<file path="src/shared/ccm_params.svh">
// Register map, field positions, reset values and timing constants of the clock control.
`ifndef CCM_PARAMS_SVH
`define CCM_PARAMS_SVH

// ----------------------------------------------------------------
// Register offsets
// ----------------------------------------------------------------
`define CCM_ADDR_AUX 8'h06
`define CCM_ADDR_CM1 8'h07
`define CCM_ADDR_CM3 8'h09
`define CCM_ADDR_OCD 8'h0C

// ----------------------------------------------------------------
// Field positions
// ----------------------------------------------------------------
`define CCM_CM1_STOP 0
`define CCM_CM1_MFB 1
`define CCM_CM1_SFB 2
`define CCM_CM1_MPIN 3
`define CCM_CM1_LSOFF 4
`define CCM_CM1_RSV 5
`define CCM_CM1_DIV_LO 6
`define CCM_CM1_DIV_HI 7
`define CCM_CM3_WAIT 0
`define CCM_CM3_NODIV 5
`define CCM_CM3_WAKE_LO 6
`define CCM_CM3_WAKE_HI 7
`define CCM_OCD_EN 0
`define CCM_OCD_IRQ 1
`define CCM_OCD_ONCHIP 2
`define CCM_OCD_FLAG 3
`define CCM_AUX_SSTOP 3
`define CCM_AUX_SPIN 4
`define CCM_AUX_MSTOP 5
`define CCM_AUX_DIV8 6

// ----------------------------------------------------------------
// Reset values and codes
// ----------------------------------------------------------------
`define CCM_CM1_RST 8'h20
`define CCM_CM1_MASK 8'hFE
`define CCM_CM3_RST 8'h00
`define CCM_OCD_RST 8'h04
`define CCM_AUX_RST 8'h68
`define CCM_WAKE_MAIN 2'b11
`define CCM_DIV_NONE 2'b00
`define CCM_DIV_LIM_1 4'h0
`define CCM_DIV_LIM_2 4'h1
`define CCM_DIV_LIM_4 4'h3
`define CCM_DIV_LIM_8 4'h7
`define CCM_DIV_LIM_16 4'hF

// ----------------------------------------------------------------
// Timing
// ----------------------------------------------------------------
`define CCM_CLK_MHZ 250
`define CCM_STOP_TIMEOUT_NS 1000
`define CCM_STOP_TIMEOUT_CYC ((`CCM_STOP_TIMEOUT_NS * `CCM_CLK_MHZ + 999) / 1000)

`endif

</file>
<file path="src/shared/ccm_pkg.sv">
// Types shared by the clock control modules.
package ccm_pkg;
  typedef enum logic [1:0] {
    CCM_RUN,
    CCM_WAIT,
    CCM_STOP
  } ccm_pwr_t;
  typedef logic [7:0] ccm_byte_t;
endpackage

</file>
<file path="src/rtl/ccm_top.sv">
// System clock control: mode registers, stop and wait modes, oscillator stop fallback.
`timescale 1ns/10ps
`default_nettype none
`include "ccm_params.svh"
module ccm_top #(
  parameter int STOP_TIMEOUT_CYC = `CCM_STOP_TIMEOUT_CYC,
  parameter int DIV_CNT_W = 4
) (
  input wire logic clock_i,
  input wire logic rst_i,
  input wire logic [7:0] reg_addr_i,
  input wire logic [7:0] reg_wdata_i,
  input wire logic reg_wr_i,
  input wire logic reg_rd_i,
  input wire logic clock_reg_write_unlock_i,
  input wire logic periph_irq_i,
  input wire logic main_osc_input_i,
  output logic [7:0] reg_rdata_o,
  output logic stop_mode_o,
  output logic wait_mode_o,
  output logic cpu_clk_en_o,
  output logic main_osc_run_o,
  output logic sub_osc_run_o,
  output logic low_speed_osc_run_o,
  output logic main_fb_res_on_o,
  output logic sub_fb_res_on_o,
  output logic main_osc_pins_o,
  output logic sub_osc_pins_o,
  output logic shared_pins_gpio_o,
  output logic sys_clk_on_chip_o,
  output logic main_osc_stopped_o
);
  if (STOP_TIMEOUT_CYC < 2) begin : g_chk
    $error("ccm_top: STOP_TIMEOUT_CYC must be at least 2");
  end

  // ----------------------------------------------------------------
  // State
  // ----------------------------------------------------------------
  ccm_pkg::ccm_pwr_t pwr_ff;
  ccm_pkg::ccm_pwr_t nxt_pwr;
  ccm_pkg::ccm_byte_t cm1_ff;
  ccm_pkg::ccm_byte_t nxt_cm1;
  logic div8_ff;
  logic nxt_div8;
  logic mstop_ff;
  logic nxt_mstop;
  logic spin_ff;
  logic nxt_spin;
  logic sstop_ff;
  logic nxt_sstop;
  logic nodiv_ff;
  logic nxt_nodiv;
  logic [1:0] wake_ff;
  logic [1:0] nxt_wake;
  logic det_en_ff;
  logic nxt_det_en;
  logic det_irq_ff;
  logic nxt_det_irq;
  logic onchip_ff;
  logic nxt_onchip;
  ccm_pkg::ccm_byte_t rdata_ff;
  logic osc_silent;
  logic div_tick;

  // ----------------------------------------------------------------
  // Decode
  // ----------------------------------------------------------------
  wire wr_ok = reg_wr_i & clock_reg_write_unlock_i;
  wire wr_aux = wr_ok & (reg_addr_i == `CCM_ADDR_AUX);
  wire wr_cm1 = wr_ok & (reg_addr_i == `CCM_ADDR_CM1);
  wire wr_cm3 = wr_ok & (reg_addr_i == `CCM_ADDR_CM3);
  wire wr_ocd = wr_ok & (reg_addr_i == `CCM_ADDR_OCD);
  wire in_run = (pwr_ff == ccm_pkg::CCM_RUN);
  wire in_wait = (pwr_ff == ccm_pkg::CCM_WAIT);
  wire in_stop = (pwr_ff == ccm_pkg::CCM_STOP);
  wire stop_enter = in_run & wr_cm1 & reg_wdata_i[`CCM_CM1_STOP];
  wire wait_enter = in_run & wr_cm3 & reg_wdata_i[`CCM_CM3_WAIT] & ~stop_enter;
  // The no-division choice written with the wait request applies at once.
  wire nodiv_entry = wait_enter & reg_wdata_i[`CCM_CM3_NODIV];
  wire mode_exit = ~in_run & periph_irq_i;
  // Codes 01 and 10 are not allowed; they behave as 00 on exit.
  wire wake_main = mode_exit & (wake_ff == `CCM_WAKE_MAIN);
  wire stopped_flag = det_en_ff & osc_silent;
  wire auto_switch = det_en_ff & det_irq_ff & osc_silent;

  // ----------------------------------------------------------------
  // Power mode sequencing
  // ----------------------------------------------------------------
  always_comb begin
    nxt_pwr = pwr_ff;
    unique case (pwr_ff)
      ccm_pkg::CCM_RUN: begin
        if (stop_enter) begin
          nxt_pwr = ccm_pkg::CCM_STOP;
        end else if (wait_enter) begin
          nxt_pwr = ccm_pkg::CCM_WAIT;
        end
      end
      ccm_pkg::CCM_WAIT: begin
        if (periph_irq_i) begin
          nxt_pwr = ccm_pkg::CCM_RUN;
        end
      end
      ccm_pkg::CCM_STOP: begin
        if (periph_irq_i) begin
          nxt_pwr = ccm_pkg::CCM_RUN;
        end
      end
      default: nxt_pwr = ccm_pkg::CCM_RUN;
    endcase
  end

  // ----------------------------------------------------------------
  // Control register one
  // ----------------------------------------------------------------
  always_comb begin
    nxt_cm1 = cm1_ff;
    if (wr_cm1) begin
      nxt_cm1 = reg_wdata_i & `CCM_CM1_MASK;
      nxt_cm1[`CCM_CM1_MPIN] = reg_wdata_i[`CCM_CM1_MPIN] | cm1_ff[`CCM_CM1_MPIN];
      nxt_cm1[`CCM_CM1_LSOFF] = reg_wdata_i[`CCM_CM1_LSOFF] & ~onchip_ff;
    end
    if (nodiv_entry) begin
      nxt_cm1[`CCM_CM1_DIV_HI:`CCM_CM1_DIV_LO] = `CCM_DIV_NONE;
    end
    if (wake_main) begin
      nxt_cm1[`CCM_CM1_MPIN] = 1'b1;
    end
    if (nxt_onchip) begin
      nxt_cm1[`CCM_CM1_LSOFF] = 1'b0;
    end
  end

  // ----------------------------------------------------------------
  // Auxiliary clock control bits
  // ----------------------------------------------------------------
  always_comb begin
    nxt_div8 = div8_ff;
    nxt_mstop = mstop_ff;
    nxt_spin = spin_ff;
    nxt_sstop = sstop_ff;
    if (wr_aux) begin
      nxt_div8 = reg_wdata_i[`CCM_AUX_DIV8];
      nxt_mstop = reg_wdata_i[`CCM_AUX_MSTOP];
      nxt_spin = reg_wdata_i[`CCM_AUX_SPIN] | spin_ff;
      nxt_sstop = reg_wdata_i[`CCM_AUX_SSTOP];
    end
    // Stop mode always resumes at a safe slow CPU clock.
    if (stop_enter) begin
      nxt_div8 = 1'b1;
    end
    if (nodiv_entry) begin
      nxt_div8 = 1'b0;
    end
    if (wake_main) begin
      nxt_mstop = 1'b0;
    end
  end

  // ----------------------------------------------------------------
  // Control register three and detection register
  // ----------------------------------------------------------------
  always_comb begin
    nxt_nodiv = nodiv_ff;
    nxt_wake = wake_ff;
    if (wr_cm3) begin
      nxt_nodiv = reg_wdata_i[`CCM_CM3_NODIV];
      nxt_wake = reg_wdata_i[`CCM_CM3_WAKE_HI:`CCM_CM3_WAKE_LO];
    end
  end

  always_comb begin
    nxt_det_en = det_en_ff;
    nxt_det_irq = det_irq_ff;
    nxt_onchip = onchip_ff;
    if (wr_ocd) begin
      nxt_det_en = reg_wdata_i[`CCM_OCD_EN];
      nxt_det_irq = reg_wdata_i[`CCM_OCD_IRQ];
      nxt_onchip = reg_wdata_i[`CCM_OCD_ONCHIP] | (stopped_flag & onchip_ff);
    end
    if (wake_main) begin
      nxt_onchip = 1'b0;
    end
    // The fallback wins over any write or wake in the same cycle.
    if (auto_switch) begin
      nxt_onchip = 1'b1;
    end
  end

  // ----------------------------------------------------------------
  // Registers
  // ----------------------------------------------------------------
  always_ff @(posedge clock_i) begin
    if (rst_i) begin
      pwr_ff <= ccm_pkg::CCM_RUN;
    end else begin
      pwr_ff <= nxt_pwr;
    end
  end

  always_ff @(posedge clock_i) begin
    if (rst_i) begin
      cm1_ff <= `CCM_CM1_RST;
    end else begin
      cm1_ff <= nxt_cm1;
    end
  end

  always_ff @(posedge clock_i) begin
    if (rst_i) begin
      div8_ff <= 1'(`CCM_AUX_RST >> `CCM_AUX_DIV8);
      mstop_ff <= 1'(`CCM_AUX_RST >> `CCM_AUX_MSTOP);
      spin_ff <= 1'(`CCM_AUX_RST >> `CCM_AUX_SPIN);
      sstop_ff <= 1'(`CCM_AUX_RST >> `CCM_AUX_SSTOP);
    end else begin
      div8_ff <= nxt_div8;
      mstop_ff <= nxt_mstop;
      spin_ff <= nxt_spin;
      sstop_ff <= nxt_sstop;
    end
  end

  always_ff @(posedge clock_i) begin
    if (rst_i) begin
      nodiv_ff <= 1'(`CCM_CM3_RST >> `CCM_CM3_NODIV);
      wake_ff <= 2'(`CCM_CM3_RST >> `CCM_CM3_WAKE_LO);
    end else begin
      nodiv_ff <= nxt_nodiv;
      wake_ff <= nxt_wake;
    end
  end

  always_ff @(posedge clock_i) begin
    if (rst_i) begin
      det_en_ff <= 1'(`CCM_OCD_RST >> `CCM_OCD_EN);
      det_irq_ff <= 1'(`CCM_OCD_RST >> `CCM_OCD_IRQ);
      onchip_ff <= 1'(`CCM_OCD_RST >> `CCM_OCD_ONCHIP);
    end else begin
      det_en_ff <= nxt_det_en;
      det_irq_ff <= nxt_det_irq;
      onchip_ff <= nxt_onchip;
    end
  end

  // ----------------------------------------------------------------
  // Read path
  // ----------------------------------------------------------------
  wire [7:0] rd_cm1 = {cm1_ff[7:1], in_stop};
  wire [7:0] rd_cm3 = {wake_ff, nodiv_ff, 4'h0, in_wait};
  wire [7:0] rd_ocd = {4'h0, stopped_flag, onchip_ff, det_irq_ff, det_en_ff};
  wire [7:0] rd_aux = {1'b0, div8_ff, mstop_ff, spin_ff, sstop_ff, 3'h0};
  wire [7:0] rd_val = (reg_addr_i == `CCM_ADDR_CM1) ? rd_cm1 :
                      (reg_addr_i == `CCM_ADDR_CM3) ? rd_cm3 :
                      (reg_addr_i == `CCM_ADDR_OCD) ? rd_ocd :
                      (reg_addr_i == `CCM_ADDR_AUX) ? rd_aux : 8'h00;

  // Data is held only in the cycle after the read strobe.
  always_ff @(posedge clock_i) begin
    if (rst_i || !reg_rd_i) begin
      rdata_ff <= 8'h00;
    end else begin
      rdata_ff <= rd_val;
    end
  end

  // ----------------------------------------------------------------
  // Submodules
  // ----------------------------------------------------------------
  ccm_osc_monitor #(
    .TIMEOUT(STOP_TIMEOUT_CYC)
  ) u_mon (
    .clock_i(clock_i),
    .rst_i(rst_i),
    .osc_i(main_osc_input_i),
    .stopped_o(osc_silent)
  );

  ccm_cpu_div #(
    .CNT_W(DIV_CNT_W)
  ) u_div (
    .clock_i(clock_i),
    .rst_i(rst_i),
    .run_i(in_run),
    .div8_i(div8_ff),
    .div_sel_i(cm1_ff[`CCM_CM1_DIV_HI:`CCM_CM1_DIV_LO]),
    .tick_o(div_tick)
  );

  // ----------------------------------------------------------------
  // Outputs
  // ----------------------------------------------------------------
  assign reg_rdata_o = rdata_ff;
  assign stop_mode_o = in_stop;
  assign wait_mode_o = in_wait;
  assign cpu_clk_en_o = div_tick;
  assign main_osc_run_o = ~in_stop & ~mstop_ff;
  assign sub_osc_run_o = ~in_stop & ~sstop_ff;
  assign low_speed_osc_run_o = ~in_stop & ~cm1_ff[`CCM_CM1_LSOFF];
  assign main_fb_res_on_o = ~in_stop & ~cm1_ff[`CCM_CM1_MFB];
  assign sub_fb_res_on_o = ~in_stop & ~cm1_ff[`CCM_CM1_SFB];
  assign main_osc_pins_o = cm1_ff[`CCM_CM1_MPIN];
  assign sub_osc_pins_o = spin_ff;
  assign shared_pins_gpio_o = ~cm1_ff[`CCM_CM1_MPIN] & mstop_ff & ~spin_ff & sstop_ff;
  assign sys_clk_on_chip_o = onchip_ff;
  assign main_osc_stopped_o = stopped_flag;
endmodule
`default_nettype wire

</file>
<file path="src/rtl/ccm_osc_monitor.sv">
// Main oscillator activity monitor: flags a stop after a silent interval.
`timescale 1ns/10ps
`default_nettype none
module ccm_osc_monitor #(
  parameter int TIMEOUT = 250
) (
  input wire logic clock_i,
  input wire logic rst_i,
  input wire logic osc_i,
  output logic stopped_o
);
  if (TIMEOUT < 2) begin : g_chk
    $error("ccm_osc_monitor: TIMEOUT must be at least 2");
  end

  localparam int CW = $clog2(TIMEOUT + 1);
  localparam logic [CW-1:0] LIMIT = CW'(TIMEOUT);

  logic sync1_ff;
  logic sync2_ff;
  logic prev_ff;
  logic [CW-1:0] cnt_ff;
  logic stopped_ff;
  wire toggled = sync2_ff ^ prev_ff;
  wire expired = (cnt_ff == LIMIT);

  // The oscillator level passes two sync flops and is compared with its previous sample to detect a toggle.
  always_ff @(posedge clock_i) begin
    sync1_ff <= osc_i;
    sync2_ff <= sync1_ff;
    prev_ff <= sync2_ff;
  end

  always_ff @(posedge clock_i) begin
    if (rst_i) begin
      cnt_ff <= '0;
      stopped_ff <= 1'b0;
    end else if (toggled) begin
      cnt_ff <= '0;
      stopped_ff <= 1'b0;
    end else if (expired) begin
      stopped_ff <= 1'b1;
    end else begin
      cnt_ff <= cnt_ff + CW'(1);
    end
  end

  assign stopped_o = stopped_ff;
endmodule
`default_nettype wire

</file>
<file path="src/rtl/ccm_cpu_div.sv">
// CPU clock divider producing a one-cycle enable per divided period.
`timescale 1ns/10ps
`default_nettype none
`include "ccm_params.svh"
module ccm_cpu_div #(
  parameter int CNT_W = 4
) (
  input wire logic clock_i,
  input wire logic rst_i,
  input wire logic run_i,
  input wire logic div8_i,
  input wire logic [1:0] div_sel_i,
  output logic tick_o
);
  if (CNT_W < 4) begin : g_chk
    $error("ccm_cpu_div: CNT_W must be at least 4");
  end

  logic [CNT_W-1:0] cnt_ff;
  logic [3:0] limit;

  always_comb begin
    if (div8_i) begin
      limit = `CCM_DIV_LIM_8;
    end else begin
      unique case (div_sel_i)
        2'b00: limit = `CCM_DIV_LIM_1;
        2'b01: limit = `CCM_DIV_LIM_2;
        2'b10: limit = `CCM_DIV_LIM_4;
        2'b11: limit = `CCM_DIV_LIM_16;
      endcase
    end
  end

  wire at_limit = (cnt_ff >= CNT_W'(limit));

  // A ratio change restarts cleanly because the compare is at or above.
  always_ff @(posedge clock_i) begin
    if (rst_i || (run_i && at_limit)) begin
      cnt_ff <= '0;
    end else if (run_i) begin
      cnt_ff <= cnt_ff + CNT_W'(1);
    end
  end

  assign tick_o = run_i & at_limit;
endmodule
`default_nettype wire

</file>
<file path="config.mk">
export PLATFORM = sky130hd
export DESIGN_NAME = ccm_top
export DESIGN_NICKNAME = d
export VERILOG_FILES = /design/src/shared/ccm_pkg.sv /design/src/rtl/ccm_top.sv /design/src/rtl/ccm_osc_monitor.sv /design/src/rtl/ccm_cpu_div.sv
export VERILOG_INCLUDE_DIRS = /design/src /design/src/shared
export SDC_FILE = /design/constraint.sdc
export NUM_CORES = 1
export LEC_CHECK = 0
export BUFFER_PORTS_ARGS = -buffer_cell sky130_fd_sc_hd__buf_2
export CORE_ASPECT_RATIO = 0.6
export CORE_MARGIN = 2
export CORE_UTILIZATION = 35
export DETAILED_ROUTE_END_ITERATION = 10
export HOLD_SLACK_MARGIN = 0.15
export PLACE_DENSITY = 0.56
export SLEW_MARGIN = 40
export SYNTH_ARGS = -nofsm -noshare
export SYNTH_HDL_FRONTEND = slang
export SYNTH_SLANG_ARGS = --single-unit
</file>
<file path="constraint.sdc">
create_clock -name clock_i -period 2.2 [get_ports clock_i]
set_input_delay 0.22 -clock clock_i [delete_from_list [all_inputs] [get_ports clock_i]]
set_output_delay 0.22 -clock clock_i [all_outputs]
set_load 0.01 [all_outputs]
</file>
== Word level (Yosys, flattened, before mapping) ==
Cells that the tools add are included.
Operators by class
  muxes and demuxes: 20
  equality and inequality tests: 13
  bitwise gates (word level): 42
  reduce and logical (&&, ||, !) cells: 14
  add/subtract/negate cells: 2
  shift operators: 0
  divide/modulo/power cells: 0
  multipliers: 0
  $lt $le $gt $ge: 1
Operators with widths (count)
  1-bit AND: 27
  8-bit by 3-bit equality test with 1-bit output (second input constant): 2
  8-bit by 4-bit equality test with 1-bit output (second input constant): 2
  8-bit 2-to-1 mux: 2
  4-bit one-hot mux with 4 select lines: 1
  7-bit 2-to-1 mux: 2
  1-bit NOT: 11
  1-bit 2-to-1 mux: 9
  8-bit by 1-bit adder with 8-bit output (second input constant): 1
  2-bit equality test (second input constant): 4
  8-bit equality test (second input constant): 1
  4-bit 2-to-1 mux: 2
  2-bit OR reduction: 4
  2-bit 2-to-1 mux: 3
  4-bit by 1-bit adder with 4-bit output (second input constant): 1
  2-bit by 1-bit equality test with 1-bit output (second input constant): 2
  4-bit greater-or-equal comparator: 1
  2-bit zero test: 2
  2-bit one-hot mux with 2 select lines: 1
  2-bit nonzero test: 2
  3-bit by 1-bit inequality test with 1-bit output (second input constant): 1
  1-bit OR: 3
  3-bit nonzero test: 1
  1-bit logical OR: 2
  5 further kinds: 5
Storage, ports and cells
  latch bits: 0
  ROM bits: 0
  input port bits: 23
  flip-flop bits (word level): 43
  memory bits (writable): 0
  output and inout bits: 21
  memories kept: 0

== Depth between registers and ports, before layout ==
  depth after elaboration: 9
  depth in mapped cells: 7

== Modules after synthesis ==
A second synthesis with hierarchy kept.
Second synthesis, totals
  cells, all modules: 211
  area total of the unflattened synthesis: 2054.5 um2
Modules (own cells, without submodules)
  ccm_top: area each 1237.4 um2, sequential area each 540.5 um2, instances 1, cells each 126
  ccm_osc_monitor: area each 481.7 um2, sequential area each 240.2 um2, instances 1, cells each 49
  ccm_cpu_div: area each 335.3 um2, sequential area each 80.1 um2, instances 1, cells each 36

== Least setup slack after synthesis ==
No wires, ideal clock.
  path kind: reg2out
  start: register div8_ff
  end: output cpu_clk_en_o
  required time: 1980 ps
  buffers on the path: 0
  stages on the path, launching flop included: 8
  data arrival time: 1615 ps
  setup slack: 365 ps
  path through: dfxtp_1 -> or3_1 -> ha_1 -> nand2b_1 -> a21o_1 -> a21o_1 -> a21oi_1 -> nor2b_1
On the way
  cells in the longest elaborated chain, start to end: 3
Ends and longest elaborated chain
  from (decl): RTL line ccm_top.sv:44  | logic div8_ff;
  from (signal assigned): RTL line ccm_top.sv:212  | div8_ff <= 1'(`CCM_AUX_RST >> `CCM_AUX_DIV8);
  from (signal assigned): RTL line ccm_top.sv:217  | div8_ff <= nxt_div8;
  4-bit 2-to-1 mux: RTL line ccm_cpu_div.sv:23  | if (div8_i) begin
  4-bit greater-or-equal comparator: RTL line ccm_cpu_div.sv:35  | wire at_limit = (cnt_ff >= CNT_W'(limit));
  1-bit AND: RTL line ccm_cpu_div.sv:46  | assign tick_o = run_i & at_limit;
  to (decl): RTL line ccm_top.sv:21  | output logic cpu_clk_en_o,
No other way between the ends.

== Final worst setup path ==
  start: register cm1_ff[7]
  end: output cpu_clk_en_o
On the way
  cells in the longest elaborated chain, start to end: 5
Ends and longest elaborated chain
  from (decl): RTL line ccm_top.sv:42  | ccm_pkg::ccm_byte_t cm1_ff;
  from (signal assigned): RTL line ccm_top.sv:204  | cm1_ff <= `CCM_CM1_RST;
  from (signal assigned): RTL line ccm_top.sv:206  | cm1_ff <= nxt_cm1;
  2-bit equality test, or another cell as far along: RTL line ccm_cpu_div.sv:26  | unique case (div_sel_i)
  4-bit one-hot mux with 4 select lines (*): RTL line ccm_cpu_div.sv:26
  4-bit 2-to-1 mux (*): RTL line ccm_cpu_div.sv:23
  4-bit greater-or-equal comparator (*): RTL line ccm_cpu_div.sv:35
  1-bit AND (*): RTL line ccm_cpu_div.sv:46
Every way passes the cells marked *; elsewhere a longest branch is shown, timed or not.

==> results.toml <==
[global_routing]
grt_pass1_vias = 1428
grt_overflow_total = 0
grt_start_max_net_pins = 22
grt_pass1_wl_mm = 7.10
antenna_found_initial = 0
grtUsageTotal = 0.151

[worst_setup_path]
crit_path_start_kind = "flip-flop"
cpPeakStageDelay_ns = 0.38
critical_path_depth = 8
cp_data_required_time_ns = 1.98
crit_path_max_fanout = 2
r2r_slack_ns = 0.33
timing.rr.end = "u_div.cnt_ff[1]"
critPathArrivalTime_ns = 2.02
worst-r2r-cell-count = 7
cpMaxStageDelayCell = "or3_1"
rr_startpoint = "cm1_ff[7]"
crit_top_cell = "a21o_1"
crit_chain = "or3_1 > ha_1 > nand2b_4 > a21o_1 > a21o_1 > a21oi_2 > nor2b_1 > buf_2"
path_buf_inv = 1
crit_family = "simple AND/OR/NAND/NOR gates"
end_kind = "primary output"
critical_path_class = "reg -> out"

[power]
power.density_nw_per_um2 = 661
total_power_mw = 1.61
p_leak_nw = 1.04
ir_drop_mv = 0.234

[synth]
synthAdderAreaFrac = 0.0638
synth_xor_area_frac = 0.0402
yosysTopAreaCell = "dfxtp_1"
seq_area_frac_synth = 0.439
synth_compound_gate_area_share = 0.131
synthDominantCellAreaShare = 0.439
synth_common_cells = "dfxtp_1, nor2_1, mux2i_1"
synthMuxAreaShare = 0.0561
synth_top_family_by_area = "simple AND/OR/NAND/NOR gates"
synth.most_common_cell = "dfxtp_1"
avgSynthCellArea_um2 = 9.62
synthCells = 204
syn-num-nets = 237
async_reset_ff_frac = 0
synthFlopType = "dfxtp_1"
synth_edf_count = 0
yosys.area_share.simple = 0.240
netlist_area_um2 = 1960
ys_ff_latch = 43
synth_warnings = 0
synth.area.top_cells = "dfxtp_1, nor2_1, ha_1"
yosysUniqueCellTypes = 42

[layout]
fin_cells = 325
final_area_um2 = 2440
drive_above_1_share = 0.266
final_nets = 288
fin_util = 0.444
num_antenna_cells = 0
area_growth_pct = 24.3

[sta]
setup_slack_ns = -0.0438
tightestPinTransition_ns = 0.415
period_minus_slack_ns = 2.24
finalHoldViolations = 0
setup_violations = 1
rsz0062_at_grt = "true"
fin_tns_setup_ns = -0.0438
clock.fmax_ghz = 0.446
finalCritPeriodShare = 1.02
fin_skew_ns = 0.00507
slew_viol_final = 0
slew_headroom = 0.723

[placed_design]
gp_congestion = 0.745
placed_cells = 314
placed_area_um2 = 2270
io_buffers = 43
post-dp-hpwl_mm = 3.33

[clock_network]
numCtsBuffers = 5
cts_tree = "yes"
clockRootBuffer = "clkbuf_8"
cts_max_level = 2
clock-sinks = 43
clockBufferDepth = 2
path_clk_slew_ns = 0.08
clk_latency_ns = 0.29

[routing]
viasPerCell = 5.05
drtAntennaViolNets = 0
first_iter_violations = 79
wl_per_cell_um = 13.6
dr_total_vias = 1641
firstDrtPassIters = 4
drc = 0
routed_wl_mm = 4.43

[min_path]
hold_depth = 2
hold_class = "in -> reg"
hp-start = "reg_wdata_i[3]"
hold-path-endpoint = "sstop_ff"

[floorplan]
dieArea_um2 = 6240
fp.dieH_um = 62.0
core_area_um2 = 5490
start_util = 0.357
pin_count = 44
rows = 21
fp.dieW_um = 101

[status]
violations = "setup timing"
outcome = "finished with violations"

[run]
cap_violations = 0
[cell families after synthesis]
logic type                 after synthesis
adders and majority gates               10
muxes                                   11
and+or+nand+nor                         82
xor gates and xnor gates                 9
DFF                                     43
buffers and inverters                   13
AOI/OAI and AO/OA                       36
[worst reg2reg max path, cell delays in order (launching register included)]
cell      delay, ns
dfxtp_2        0.33
or3_1          0.38
ha_1           0.27
nand2b_4       0.13
a21o_1         0.14
a21o_1         0.17
a31o_2         0.28
nor2_1         0.10
[worst max-delay path by stage]
stage                     slack [ns]      start            to
after global placement          0.21    div8_ff  cpu_clk_en_o
final                          -0.04  cm1_ff[7]  cpu_clk_en_o
after global routing           -0.15  cm1_ff[7]  cpu_clk_en_o
after floorplan                 0.37    div8_ff  cpu_clk_en_o
after detailed placement        0.19    div8_ff  cpu_clk_en_o
after CTS                      -0.05  cm1_ff[7]  cpu_clk_en_o
[state kept, by name, indices dropped and copies added, names as in the netlist, 2 cells and up]
| name | count |
|---|---|
| pwr_ff | 2 |
| u_mon.cnt_ff | 8 |
| u_div.cnt_ff | 4 |
| cm1_ff | 7 |
| wake_ff | 2 |
| reg_rdata_o | 8 |
[placed cells by master (no fill, tap or decap), types with 3 or more instances in the layout]
cell,n
a22oi_1,4
nand2b_1,3
a21o_1,3
xor2_1,5
clkbuf_8,5
inv_1,5
mux2i_1,11
and4_1,3
o21ai_1,3
ha_1,10
buf_2,43
nand3b_1,3
nand2_1,4
dfxtp_1,41
buf_4,8
a222oi_1,4
a21oi_1,9
nor2_1,35
nor2b_1,7
nand3_1,5
or3_1,3
nor3_1,4
xnor2_1,4
[routing by layer]
layer | up-vias | track usage | part of all wire
li1 | 832 | - | -
met2 | 44 | 0.209 | 0.40
met5 | - | 0 | 0
met3 | 4 | 0.0515 | 0.071
met4 | 0 | 0.0352 | 0.0070
met1 | 761 | 0.224 | 0.52
[cell type report]
type	count	area, um^2
Tap cell	69	86.3
Inverter	5	18.8
Fill cell	551	3050
Multi-Input combinational cell	148	1050
Clock buffer	6	72.6
Sequential cell	43	863
Timing Repair Buffer	52	285
Clock inverter	2	60.1
[where the power goes]
group | total (mW) | internal (mW) | switching, mW
registers | 0.800 | 0.789 | 0.0108
clock network | 0.715 | 0.454 | 0.262
logic | 0.0965 | 0.0459 | 0.0506
total | 1.61 | 1.29 | 0.323
[metrics by stage]
| stage | worst slack (ns) | hold WS, ns |
|---|---|---|
| detailed placement | 0.195 | 0.321 |
| floorplan | 0.365 | 0.248 |
| global route | -0.147 | 0.154 |
| CTS | -0.0506 | 0.152 |
| finish | -0.0438 | 0.155 |
| global placement | 0.211 | 0.312 |
[what timing repair did]
| action | 4_1_cts | 5_1_grt |
|---|---|---|
| hold buffers | 1 | 0 |
| endpoints found under the setup margin | 1 | 1 |
| buffers inserted | 2 | 0 |
| gates resized for setup | 3 | 1 |
| pin swaps | 5 | 2 |
| hold endpoints to repair | 1 | 0 |
No activity file was read; power rests on OpenSTA's default activity.
